==> config.mk <==
export PLATFORM = sky130hd
export DESIGN_NAME = remote_status_io
export DESIGN_NICKNAME = d
export VERILOG_FILES = /design/src/inc/remote_status_pkg.sv /design/src/rtl/remote_pulse_filter.sv /design/src/rtl/remote_status_io.sv
export SDC_FILE = /design/constraint.sdc
export NUM_CORES = 1
export LEC_CHECK = 0
export ABC_AREA = 1
export BUFFER_PORTS_ARGS = -buffer_cell sky130_fd_sc_hd__buf_4
export CAP_MARGIN = 20
export CORE_MARGIN = 5
export CORE_UTILIZATION = 48
export DETAILED_ROUTE_END_ITERATION = 10
export MAX_ROUTING_LAYER = met4
export PLACE_DENSITY = 0.75
export SYNTH_ARGS = -nofsm -noshare
export SYNTH_HDL_FRONTEND = slang
export SYNTH_HIERARCHICAL = 1
export SYNTH_SLANG_ARGS = --single-unit
==> constraint.sdc <==
create_clock -name sys_clk_i -period 2.8 [get_ports sys_clk_i]
set_clock_uncertainty 0.15 [all_clocks]
set_input_delay 0.28 -clock sys_clk_i [delete_from_list [all_inputs] [get_ports sys_clk_i]]
set_output_delay 0.28 -clock sys_clk_i [all_outputs]
set_load 0.01 [all_outputs]
==> src/inc/remote_status_pkg.sv <==
package remote_status_pkg;

	// ****************************************
	// Timing
	// ****************************************
	localparam int CLK_PERIOD_NS = 10;
	localparam int TICK_PERIOD_NS = 1000000;
	localparam int TICK_CYCLES = TICK_PERIOD_NS / CLK_PERIOD_NS;
	localparam int PULSE_MIN_MS = 25;

	// ****************************************
	// Remote command inputs
	// ****************************************
	localparam int NUM_CMD = 14;
	localparam int CMD_MOTOR_ON = 0;
	localparam int CMD_MOTOR_OFF = 1;
	localparam int CMD_POWER_HIGH = 2;
	localparam int CMD_POWER_LOW = 3;
	localparam int CMD_CALIBRATE = 4;
	localparam int CMD_GO_HOME = 5;
	localparam int CMD_START = 6;
	localparam int CMD_PAUSE = 7;
	localparam int CMD_CONTINUE = 8;
	localparam int CMD_ABORT_ALL = 9;
	localparam int CMD_CLEAR_FAULT = 10;
	localparam int CMD_RECOVER = 11;
	localparam int CMD_SHUTDOWN = 12;
	localparam int CMD_REBOOT = 13;
	// Commands refused while tasks run, and commands only taken while they run
	localparam logic [NUM_CMD-1:0] IDLE_ONLY_MASK = 14'h307F;
	localparam logic [NUM_CMD-1:0] RUN_ONLY_MASK = 14'h0180;
	localparam logic [NUM_CMD-1:0] CLEAR_ONLY_MASK = 14'h0400;

	// ****************************************
	// Arm and program set selection
	// ****************************************
	localparam int SEL_W = 4;
	localparam int NUM_ARMS = 16;
	localparam logic [SEL_W-1:0] DEFAULT_ARM = 4'h0;
	localparam logic [SEL_W-1:0] DEFAULT_SET = 4'h0;

	typedef struct packed {
		logic [NUM_ARMS-1:0] motors_on;
		logic [NUM_ARMS-1:0] power_high;
		logic [NUM_ARMS-1:0] calibrated;
		logic [NUM_ARMS-1:0] absolute_enc;
		logic [NUM_ARMS-1:0] at_home;
	} arm_status_type;

	typedef struct packed {
		logic tasks_running;
		logic tasks_paused;
		logic guard_open;
		logic estop;
		logic teach_mode;
		logic enable_switch;
		logic remote_enabled;
		logic recover_needed;
		logic recover_busy;
		logic cmd_done;
		logic fault_event;
	} ctrl_status_type;

	typedef struct packed {
		logic motors_energized;
		logic high_power_active;
		logic calibration_done;
		logic at_rest_position;
		logic command_in_progress;
		logic tasks_active;
		logic tasks_suspended;
		logic guard_open;
		logic emergency_stop_active;
		logic error_latched;
		logic remote_accept_mode;
		logic manual_program_mode;
		logic deadman_held;
		logic current_arm_bit3;
		logic current_arm_bit2;
		logic current_arm_bit1;
		logic current_arm_bit0;
		logic current_program_set_bit3;
		logic current_program_set_bit2;
		logic current_program_set_bit1;
		logic current_program_set_bit0;
		logic motor_user_setting;
		logic power_user_setting;
		logic recovery_pending;
		logic recovery_in_progress;
	} status_type;

	localparam status_type STATUS_RESET = '0;

	typedef enum logic [1:0] {
		CMD_IDLE = 2'b01,
		CMD_BUSY = 2'b10
	} cmd_state_type;

endpackage

==> src/rtl/remote_pulse_filter.sv <==
`timescale 1ns/100ps
module remote_pulse_filter #(
	parameter int WIDTH = 14,
	parameter int MIN_TICKS = 25
) (
	input wire logic sys_clk_i,
	input wire logic reset_i,
	input wire logic tick_i,
	input wire logic [WIDTH-1:0] raw_i,
	output logic [WIDTH-1:0] held_o,
	output logic [WIDTH-1:0] valid_o
);
	localparam int CW = $clog2(MIN_TICKS + 1);
	localparam logic [CW-1:0] CNT_MAX = CW'(MIN_TICKS);

	logic [WIDTH-1:0] meta_ff;
	logic [WIDTH-1:0] sync_ff;
	logic [WIDTH-1:0] valid_ff;
	logic [WIDTH-1:0] nxt_valid;
	logic [CW-1:0] cnt_ff [WIDTH];
	logic [CW-1:0] nxt_cnt [WIDTH];

	// ****************************************
	// Width qualification
	// ****************************************
	// width qualification
	always_comb begin
		for (int i = 0; i < WIDTH; i++) begin
			nxt_cnt[i] = cnt_ff[i];
			nxt_valid[i] = 1'b0;
			if (!sync_ff[i]) begin
				nxt_cnt[i] = '0;
			end else if (tick_i && cnt_ff[i] != CNT_MAX) begin
				nxt_cnt[i] = cnt_ff[i] + 1'b1;
				// Fires once per pulse, at the tick that completes the width
				if (cnt_ff[i] == CNT_MAX - 1'b1) begin
					nxt_valid[i] = 1'b1;
				end
			end
		end
	end

	always_ff @(posedge sys_clk_i) begin
		if (reset_i) begin
			meta_ff <= '0;
			sync_ff <= '0;
			valid_ff <= '0;
			for (int i = 0; i < WIDTH; i++) begin
				cnt_ff[i] <= '0;
			end
		end else begin
			meta_ff <= raw_i;
			sync_ff <= meta_ff;
			valid_ff <= nxt_valid;
			for (int i = 0; i < WIDTH; i++) begin
				cnt_ff[i] <= nxt_cnt[i];
			end
		end
	end

	assign held_o = sync_ff;
	assign valid_o = valid_ff;
endmodule

==> src/rtl/remote_status_io.sv <==
`timescale 1ns/100ps
module remote_status_io #(
	parameter int MS_CYCLES = remote_status_pkg::TICK_CYCLES,
	parameter int PULSE_MS = remote_status_pkg::PULSE_MIN_MS
) (
	input wire logic sys_clk_i,
	input wire logic reset_i,
	input wire logic [remote_status_pkg::NUM_CMD-1:0] remote_cmd_i,
	input wire logic [remote_status_pkg::SEL_W-1:0] arm_select_inputs_i,
	input wire logic [remote_status_pkg::SEL_W-1:0] program_set_select_i,
	input wire remote_status_pkg::arm_status_type arm_status_i,
	input wire remote_status_pkg::ctrl_status_type ctrl_status_i,
	output logic [remote_status_pkg::NUM_CMD-1:0] issued_cmd_o,
	output logic [remote_status_pkg::SEL_W-1:0] issued_arm_o,
	output logic [remote_status_pkg::SEL_W-1:0] issued_set_o,
	output remote_status_pkg::status_type status_o
);
	localparam int TW = $clog2(MS_CYCLES);
	localparam logic [TW-1:0] TICK_LAST = TW'(MS_CYCLES - 1);
	localparam int NC = remote_status_pkg::NUM_CMD;
	localparam int SW = remote_status_pkg::SEL_W;
	localparam int NA = remote_status_pkg::NUM_ARMS;

	function automatic logic more_than_one(input logic [NC-1:0] v);
		more_than_one = |(v & (v - 1'b1));
	endfunction

	// ****************************************
	// Millisecond time base
	// ****************************************
	logic [TW-1:0] tick_cnt_ff;
	logic [TW-1:0] nxt_tick_cnt;
	logic tick;

	always_comb begin
		tick = (tick_cnt_ff == TICK_LAST);
		nxt_tick_cnt = tick ? '0 : tick_cnt_ff + 1'b1;
	end

	always_ff @(posedge sys_clk_i) begin
		if (reset_i) begin
			tick_cnt_ff <= '0;
		end else begin
			tick_cnt_ff <= nxt_tick_cnt;
		end
	end

	// ****************************************
	// Remote input capture
	// ****************************************
	logic [NC-1:0] held;
	logic [NC-1:0] valid;

	remote_pulse_filter #(
		.WIDTH(NC),
		.MIN_TICKS(PULSE_MS)
	) u_filter (
		.sys_clk_i(sys_clk_i),
		.reset_i(reset_i),
		.tick_i(tick),
		.raw_i(remote_cmd_i),
		.held_o(held),
		.valid_o(valid)
	);

	// Select pins are levels; two flops each before use
	logic [SW-1:0] arm_meta_ff;
	logic [SW-1:0] arm_sync_ff;
	logic [SW-1:0] set_meta_ff;
	logic [SW-1:0] set_sync_ff;

	always_ff @(posedge sys_clk_i) begin
		if (reset_i) begin
			arm_meta_ff <= remote_status_pkg::DEFAULT_ARM;
			arm_sync_ff <= remote_status_pkg::DEFAULT_ARM;
			set_meta_ff <= remote_status_pkg::DEFAULT_SET;
			set_sync_ff <= remote_status_pkg::DEFAULT_SET;
		end else begin
			arm_meta_ff <= arm_select_inputs_i;
			arm_sync_ff <= arm_meta_ff;
			set_meta_ff <= program_set_select_i;
			set_sync_ff <= set_meta_ff;
		end
	end

	// ****************************************
	// Command acceptance
	// ****************************************
	remote_status_pkg::status_type status_ff;
	remote_status_pkg::status_type nxt_status;
	logic [NC-1:0] accepted;
	logic multi;
	logic accept_mode;

	always_comb begin
		multi = more_than_one(valid) | (|valid & more_than_one(held));
		accept_mode = ctrl_status_i.remote_enabled & ~ctrl_status_i.teach_mode;
		accepted = valid;
		if (ctrl_status_i.tasks_running) begin
			accepted = accepted & ~remote_status_pkg::IDLE_ONLY_MASK;
		end else begin
			accepted = accepted & ~remote_status_pkg::RUN_ONLY_MASK;
		end
		// nothing but clear-fault outside remote mode
		if (!accept_mode) begin
			accepted = accepted & remote_status_pkg::CLEAR_ONLY_MASK;
		end
		if (status_ff.error_latched) begin
			accepted = valid & remote_status_pkg::CLEAR_ONLY_MASK;
		end
		if (multi) begin
			accepted = '0;
		end
		// Interlocks: the opposing input must be off
		if (held[remote_status_pkg::CMD_MOTOR_OFF]) begin
			accepted[remote_status_pkg::CMD_MOTOR_ON] = 1'b0;
		end
		if (held[remote_status_pkg::CMD_POWER_LOW] || !arm_status_i.motors_on[arm_sync_ff]) begin
			accepted[remote_status_pkg::CMD_POWER_HIGH] = 1'b0;
		end
	end

	// ****************************************
	// Command tracking
	// ****************************************
	remote_status_pkg::cmd_state_type cmd_state_ff;
	remote_status_pkg::cmd_state_type nxt_cmd_state;

	// busy until the controller reports done
	always_comb begin
		nxt_cmd_state = cmd_state_ff;
		case (cmd_state_ff)
			remote_status_pkg::CMD_IDLE: begin
				if (|accepted) begin
					nxt_cmd_state = remote_status_pkg::CMD_BUSY;
				end
			end
			remote_status_pkg::CMD_BUSY: begin
				// A new command in the done cycle keeps it busy
				if (ctrl_status_i.cmd_done && !(|accepted)) begin
					nxt_cmd_state = remote_status_pkg::CMD_IDLE;
				end
			end
			default: begin
				nxt_cmd_state = remote_status_pkg::CMD_IDLE;
			end
		endcase
	end

	always_ff @(posedge sys_clk_i) begin
		if (reset_i) begin
			cmd_state_ff <= remote_status_pkg::CMD_IDLE;
		end else begin
			cmd_state_ff <= nxt_cmd_state;
		end
	end

	// ****************************************
	// User settings per arm
	// ****************************************
	logic [NA-1:0] motor_user_ff;
	logic [NA-1:0] power_user_ff;
	logic [NA-1:0] nxt_motor_user;
	logic [NA-1:0] nxt_power_user;

	always_comb begin
		nxt_motor_user = motor_user_ff;
		nxt_power_user = power_user_ff;
		if (accepted[remote_status_pkg::CMD_MOTOR_ON]) begin
			nxt_motor_user[arm_sync_ff] = 1'b1;
		end
		if (accepted[remote_status_pkg::CMD_MOTOR_OFF]) begin
			nxt_motor_user[arm_sync_ff] = 1'b0;
		end
		if (accepted[remote_status_pkg::CMD_POWER_HIGH]) begin
			nxt_power_user[arm_sync_ff] = 1'b1;
		end
		if (accepted[remote_status_pkg::CMD_POWER_LOW]) begin
			nxt_power_user[arm_sync_ff] = 1'b0;
		end
	end

	always_ff @(posedge sys_clk_i) begin
		if (reset_i) begin
			motor_user_ff <= '0;
			power_user_ff <= '0;
		end else begin
			motor_user_ff <= nxt_motor_user;
			power_user_ff <= nxt_power_user;
		end
	end

	// ****************************************
	// Status outputs
	// ****************************************
	always_comb begin
		nxt_status = status_ff;
		// motor state of the selected arm
		nxt_status.motors_energized = arm_status_i.motors_on[arm_sync_ff];
		// high power of the selected arm
		nxt_status.high_power_active = arm_status_i.power_high[arm_sync_ff];
		nxt_status.calibration_done = arm_status_i.calibrated[arm_sync_ff]
			| arm_status_i.absolute_enc[arm_sync_ff];
		nxt_status.at_rest_position = arm_status_i.at_home[arm_sync_ff];
		nxt_status.command_in_progress = (nxt_cmd_state == remote_status_pkg::CMD_BUSY);
		nxt_status.tasks_active = ctrl_status_i.tasks_running;
		nxt_status.tasks_suspended = ctrl_status_i.tasks_running & ctrl_status_i.tasks_paused;
		nxt_status.guard_open = ctrl_status_i.guard_open;
		nxt_status.emergency_stop_active = ctrl_status_i.estop;
		// latched error, set wins over clear
		nxt_status.error_latched = (status_ff.error_latched
			& ~accepted[remote_status_pkg::CMD_CLEAR_FAULT])
			| ctrl_status_i.fault_event | multi;
		nxt_status.remote_accept_mode = accept_mode & ~nxt_status.error_latched;
		nxt_status.manual_program_mode = ctrl_status_i.teach_mode;
		nxt_status.deadman_held = ctrl_status_i.teach_mode & ctrl_status_i.enable_switch;
		// zero based, first arm is zero
		{nxt_status.current_arm_bit3, nxt_status.current_arm_bit2,
			nxt_status.current_arm_bit1, nxt_status.current_arm_bit0} = arm_sync_ff;
		{nxt_status.current_program_set_bit3, nxt_status.current_program_set_bit2,
			nxt_status.current_program_set_bit1,
			nxt_status.current_program_set_bit0} = set_sync_ff;
		nxt_status.motor_user_setting = nxt_motor_user[arm_sync_ff];
		nxt_status.power_user_setting = nxt_power_user[arm_sync_ff];
		nxt_status.recovery_pending = ctrl_status_i.recover_needed;
		nxt_status.recovery_in_progress = ctrl_status_i.recover_busy;
	end

	always_ff @(posedge sys_clk_i) begin
		if (reset_i) begin
			status_ff <= remote_status_pkg::STATUS_RESET;
			issued_cmd_o <= '0;
			issued_arm_o <= remote_status_pkg::DEFAULT_ARM;
			issued_set_o <= remote_status_pkg::DEFAULT_SET;
		end else begin
			status_ff <= nxt_status;
			issued_cmd_o <= accepted;
			issued_arm_o <= arm_sync_ff;
			issued_set_o <= set_sync_ff;
		end
	end

	assign status_o = status_ff;
endmodule
==> results.md <==
* Fillers at 1922
* Footprint of the multi-input gates at 5176 sq um
* I/O pins at 162
* Final period util at 0.8909
* Row count at 54
* Reg2reg start: u_filter/held_o[1]
* Non-filler cells, final at 2075
* Max Clk Rate at 400.9 MHz
* Crit path launch type: flip-flop
* R2R Setup Slk at 310 ps
* Arr. time, crit path at 2740 ps
* Relative slew margins at 0.4569
* CTS buffer count at 25
* HP Start: arm_status_i[62]
* Net Count, Synth at 1740
* Max Slew Vio Count at 0
* Setup TNS at 0 ps
* Dpl cells at between 1500 and 2000
* Number of enable flip-flop cells after synthesis at 0
* Via/cell ratio at between 5 and 6
* Synth Warn # at 6
* Syn avg cell area at 6.791 sq um
* Max FO, Critical Path at 19
* Port bufs at roughly 160
* DIE WIDTH at 159.5 um
* Share of cells above drive strength 1 at 0.1426
* Seq/Total Area, Yosys at 0.4067
* Pre-CTS setup slack at approximately 100 ps
* Time the worst path needs with I/O delays and setup at 2494 ps
* CTS tree: built
* CTS root buf: clkbuf_16
* FF+latch area at 4364 sq um
* Static Leakage at 6.046 nW
* Largest net degree at the start of global routing at between 70 and 80
* Worst Hold End: status_o[23]
* Clk Latency, worst-skew pair at between 500 and 600 ps
* Final hold violation count at 0
* Initial core utilization at 0.4902
* GRT overflow at 0
* Worst setup margin at about 300 ps
* Area growth from synthesis to layout at 26.22%
* Total Power Consumption at 7.152 mW
* Clock-pin slew on the worst setup and hold paths at about 60 ps
* Actual slew at the worst max-slew pin at 814.6 ps
* H-tree Lvls at 1
* PwrDens at 528.0 nW/um^2
* Synth Register Bits at 218
* Number of global-route vias before repair at slightly below 10000
* First-pass GRT wire length at around 47 mm
* Cell area after synthesis at 10730 sq um
* Initial antenna violation count at 0
* Peak VDD IR at ~0.49 mV
* Placeable core area at 21890 sq um
* Detail Placement HPWL at 19.58 mm
* DRT Pass-1 Iters at 6
* Status: complete, no violations
* Routability Congestion at 0.9087
* Clk buf depth at 3
* Hold_ws at 15.51 ps
* Die area at 25450 sq um
* Max_cap viols at 0
* Setup-failing EPs final at 0
* Setup crit end kind: flip-flop
* Total GRT Usage at 0.2193
* RSZ-0062 raised after global routing: no
* Mapped Cells at 1580
* Vias at about 11000
* Most common flop cell mapped by yosys: dfxtp_1
* Drt total wl at 28.15 mm
* Die height at 159.5 um
* Reg-to-reg endpoint: status_o[3]
* Worst Hold Path Cells at 4
* Kind of critical path: reg -> reg
* FFs w/ async S/R, synth at 0
* Initial drt markers at 832
* Antenna Cells at 0
* Library cells used by synthesis at 39
* Layout net count at ~1900
* DR DRC count at 0
* CP required at 3040 ps
* R2R cell count at 17
* Clk sink count at 218
* Hold WC Path Type: in -> reg
* Post-detailed-route count of antenna-violating nets at 0
* Average wire per standard cell at 13.57 um
-- flip-flops by register name, summed over array words and instances (netlist names) --
name	count
set_meta_ff	4
status_o	17
u_filter/valid_o	14
set_sync_ff	4
u_filter/meta_ff	14
issued_arm_o	4
arm_meta_ff	4
arm_sync_ff	4
motor_user_ff	16
u_filter/held_o	14
power_user_ff	16
issued_cmd_o	14
tick_cnt_ff	17
u_filter/cnt_ff	70
issued_set_o	4
cmd_state_ff	2
-- worst max path at each step --
stage	slack, ps	startpoint	cells after the start	end
floorplan	560	u_filter/held_o[2]	19	status_o[2]
global placement	20	u_filter/held_o[1]	14	status_o[14]
detailed placement	100	u_filter/held_o[1]	14	status_o[14]
CTS	70	u_filter/held_o[1]	14	status_o[14]
global route	30	u_filter/held_o[1]	18	status_o[20]
finish	310	u_filter/held_o[1]	17	status_o[3]
-- critical path, stage by stage (launching register included) --
cell	delay (ps)
dfxtp_1	360
nor2_2	140
nand2_1	120
nor2_1	160
nand2_1	60
nand2_1	50
nand2_1	50
nor2_1	90
nand2_1	60
nand2_2	140
and2_4	300
nand3_1	140
nand3_1	110
nand2_1	70
o21ai_1	110
nand2_1	80
nor2_1	100
nor2_1	40
-- timing repair --
item                                    4_1_cts  5_1_grt
gates resized for setup                       0        5
endpoints found under the setup margin        0        6
hold endpoints to repair                     45        0
setup buffers                                 0        1
hold buffers                                 40        0
-- layout by cell type (no fill, tap or decap), drive strengths merged, types with 5 or more instances in the layout --
master / Yosys / final
nand2: 357 / 357
nor2: 296 / 296
inv: 233 / 234
dfxtp: 218 / 218
buf: 40 / 186
nand3: 113 / 113
nand4: 86 / 86
a21oi: 62 / 62
ha: 45 / 45
dlygate4sd3: 0 / 40
nor3: 34 / 34
clkbuf: 18 / 33
o21ai: 32 / 32
a22oi: 16 / 16
nor3b: 5 / 5
bufinv: 0 / 5
-- area by class of cell --
cell class / instances / share of cell area
Clock buffer: 33 / 0.05136
Clock inverter: 13 / 0.01570
Inverter: 234 / 0.06513
Multi-Input combinational cell: 1071 / 0.3822
Sequential cell: 218 / 0.3222
Tap cell: 280 / 0.02587
Timing Repair Buffer: 226 / 0.1376
-- stage by stage --
step	instance area, sq um	util
3_5_place_dp	12200	0.5574
6_report	13540	0.6187
3_3_place_gp	12200	0.5574
4_1_cts	13510	0.6172
2_1_floorplan	10730	-
5_1_grt	13540	0.6187
-- cells by family after synthesis --
group           Yosys count  synth area share
xor+xnor                  4          0.003266
simple gates            904            0.3640
buf+inv                 292            0.1126
fa+ha+maj                45           0.05247
compound gates          117           0.06087
flops                   218            0.4067
-- per-layer routing --
| metal | wire [um] | vias to the layer above | global-route usage |
|---|---|---|---|
| met5 | 0 | - | - |
| met4 | 1170 | 0 | 0.08453 |
| met3 | 2072 | 81 | 0.03909 |
| met2 | 13600 | 383 | 0.3817 |
| met1 | 11310 | 4662 | 0.2506 |
| li1 | - | 5393 | - |
-- where the power goes --
part           total [mW]  switching (mW)  internal [mW]
Combinational       0.453           0.223          0.229
Sequential           3.18          0.0261           3.15
Clock                3.52            1.30           2.22
Total                7.15            1.55           5.60
-- cell usage after synthesis, types with 9 or more instances --
master	instances	area share
nand2_1	354	0.12
nor2_1	286	0.10
inv_1	230	0.080
dfxtp_1	218	0.41
nand3_1	111	0.052
nand4_1	86	0.050
a21oi_1	62	0.029
ha_1	45	0.052
nor3_1	33	0.015
o21ai_0	23	0.011
buf_2	18	0.0084
clkbuf_1	18	0.0063
a22oi_1	16	0.011
buf_4	14	0.0098
o21ai_1	9	0.0042
(Power assumes the default switching activity.)
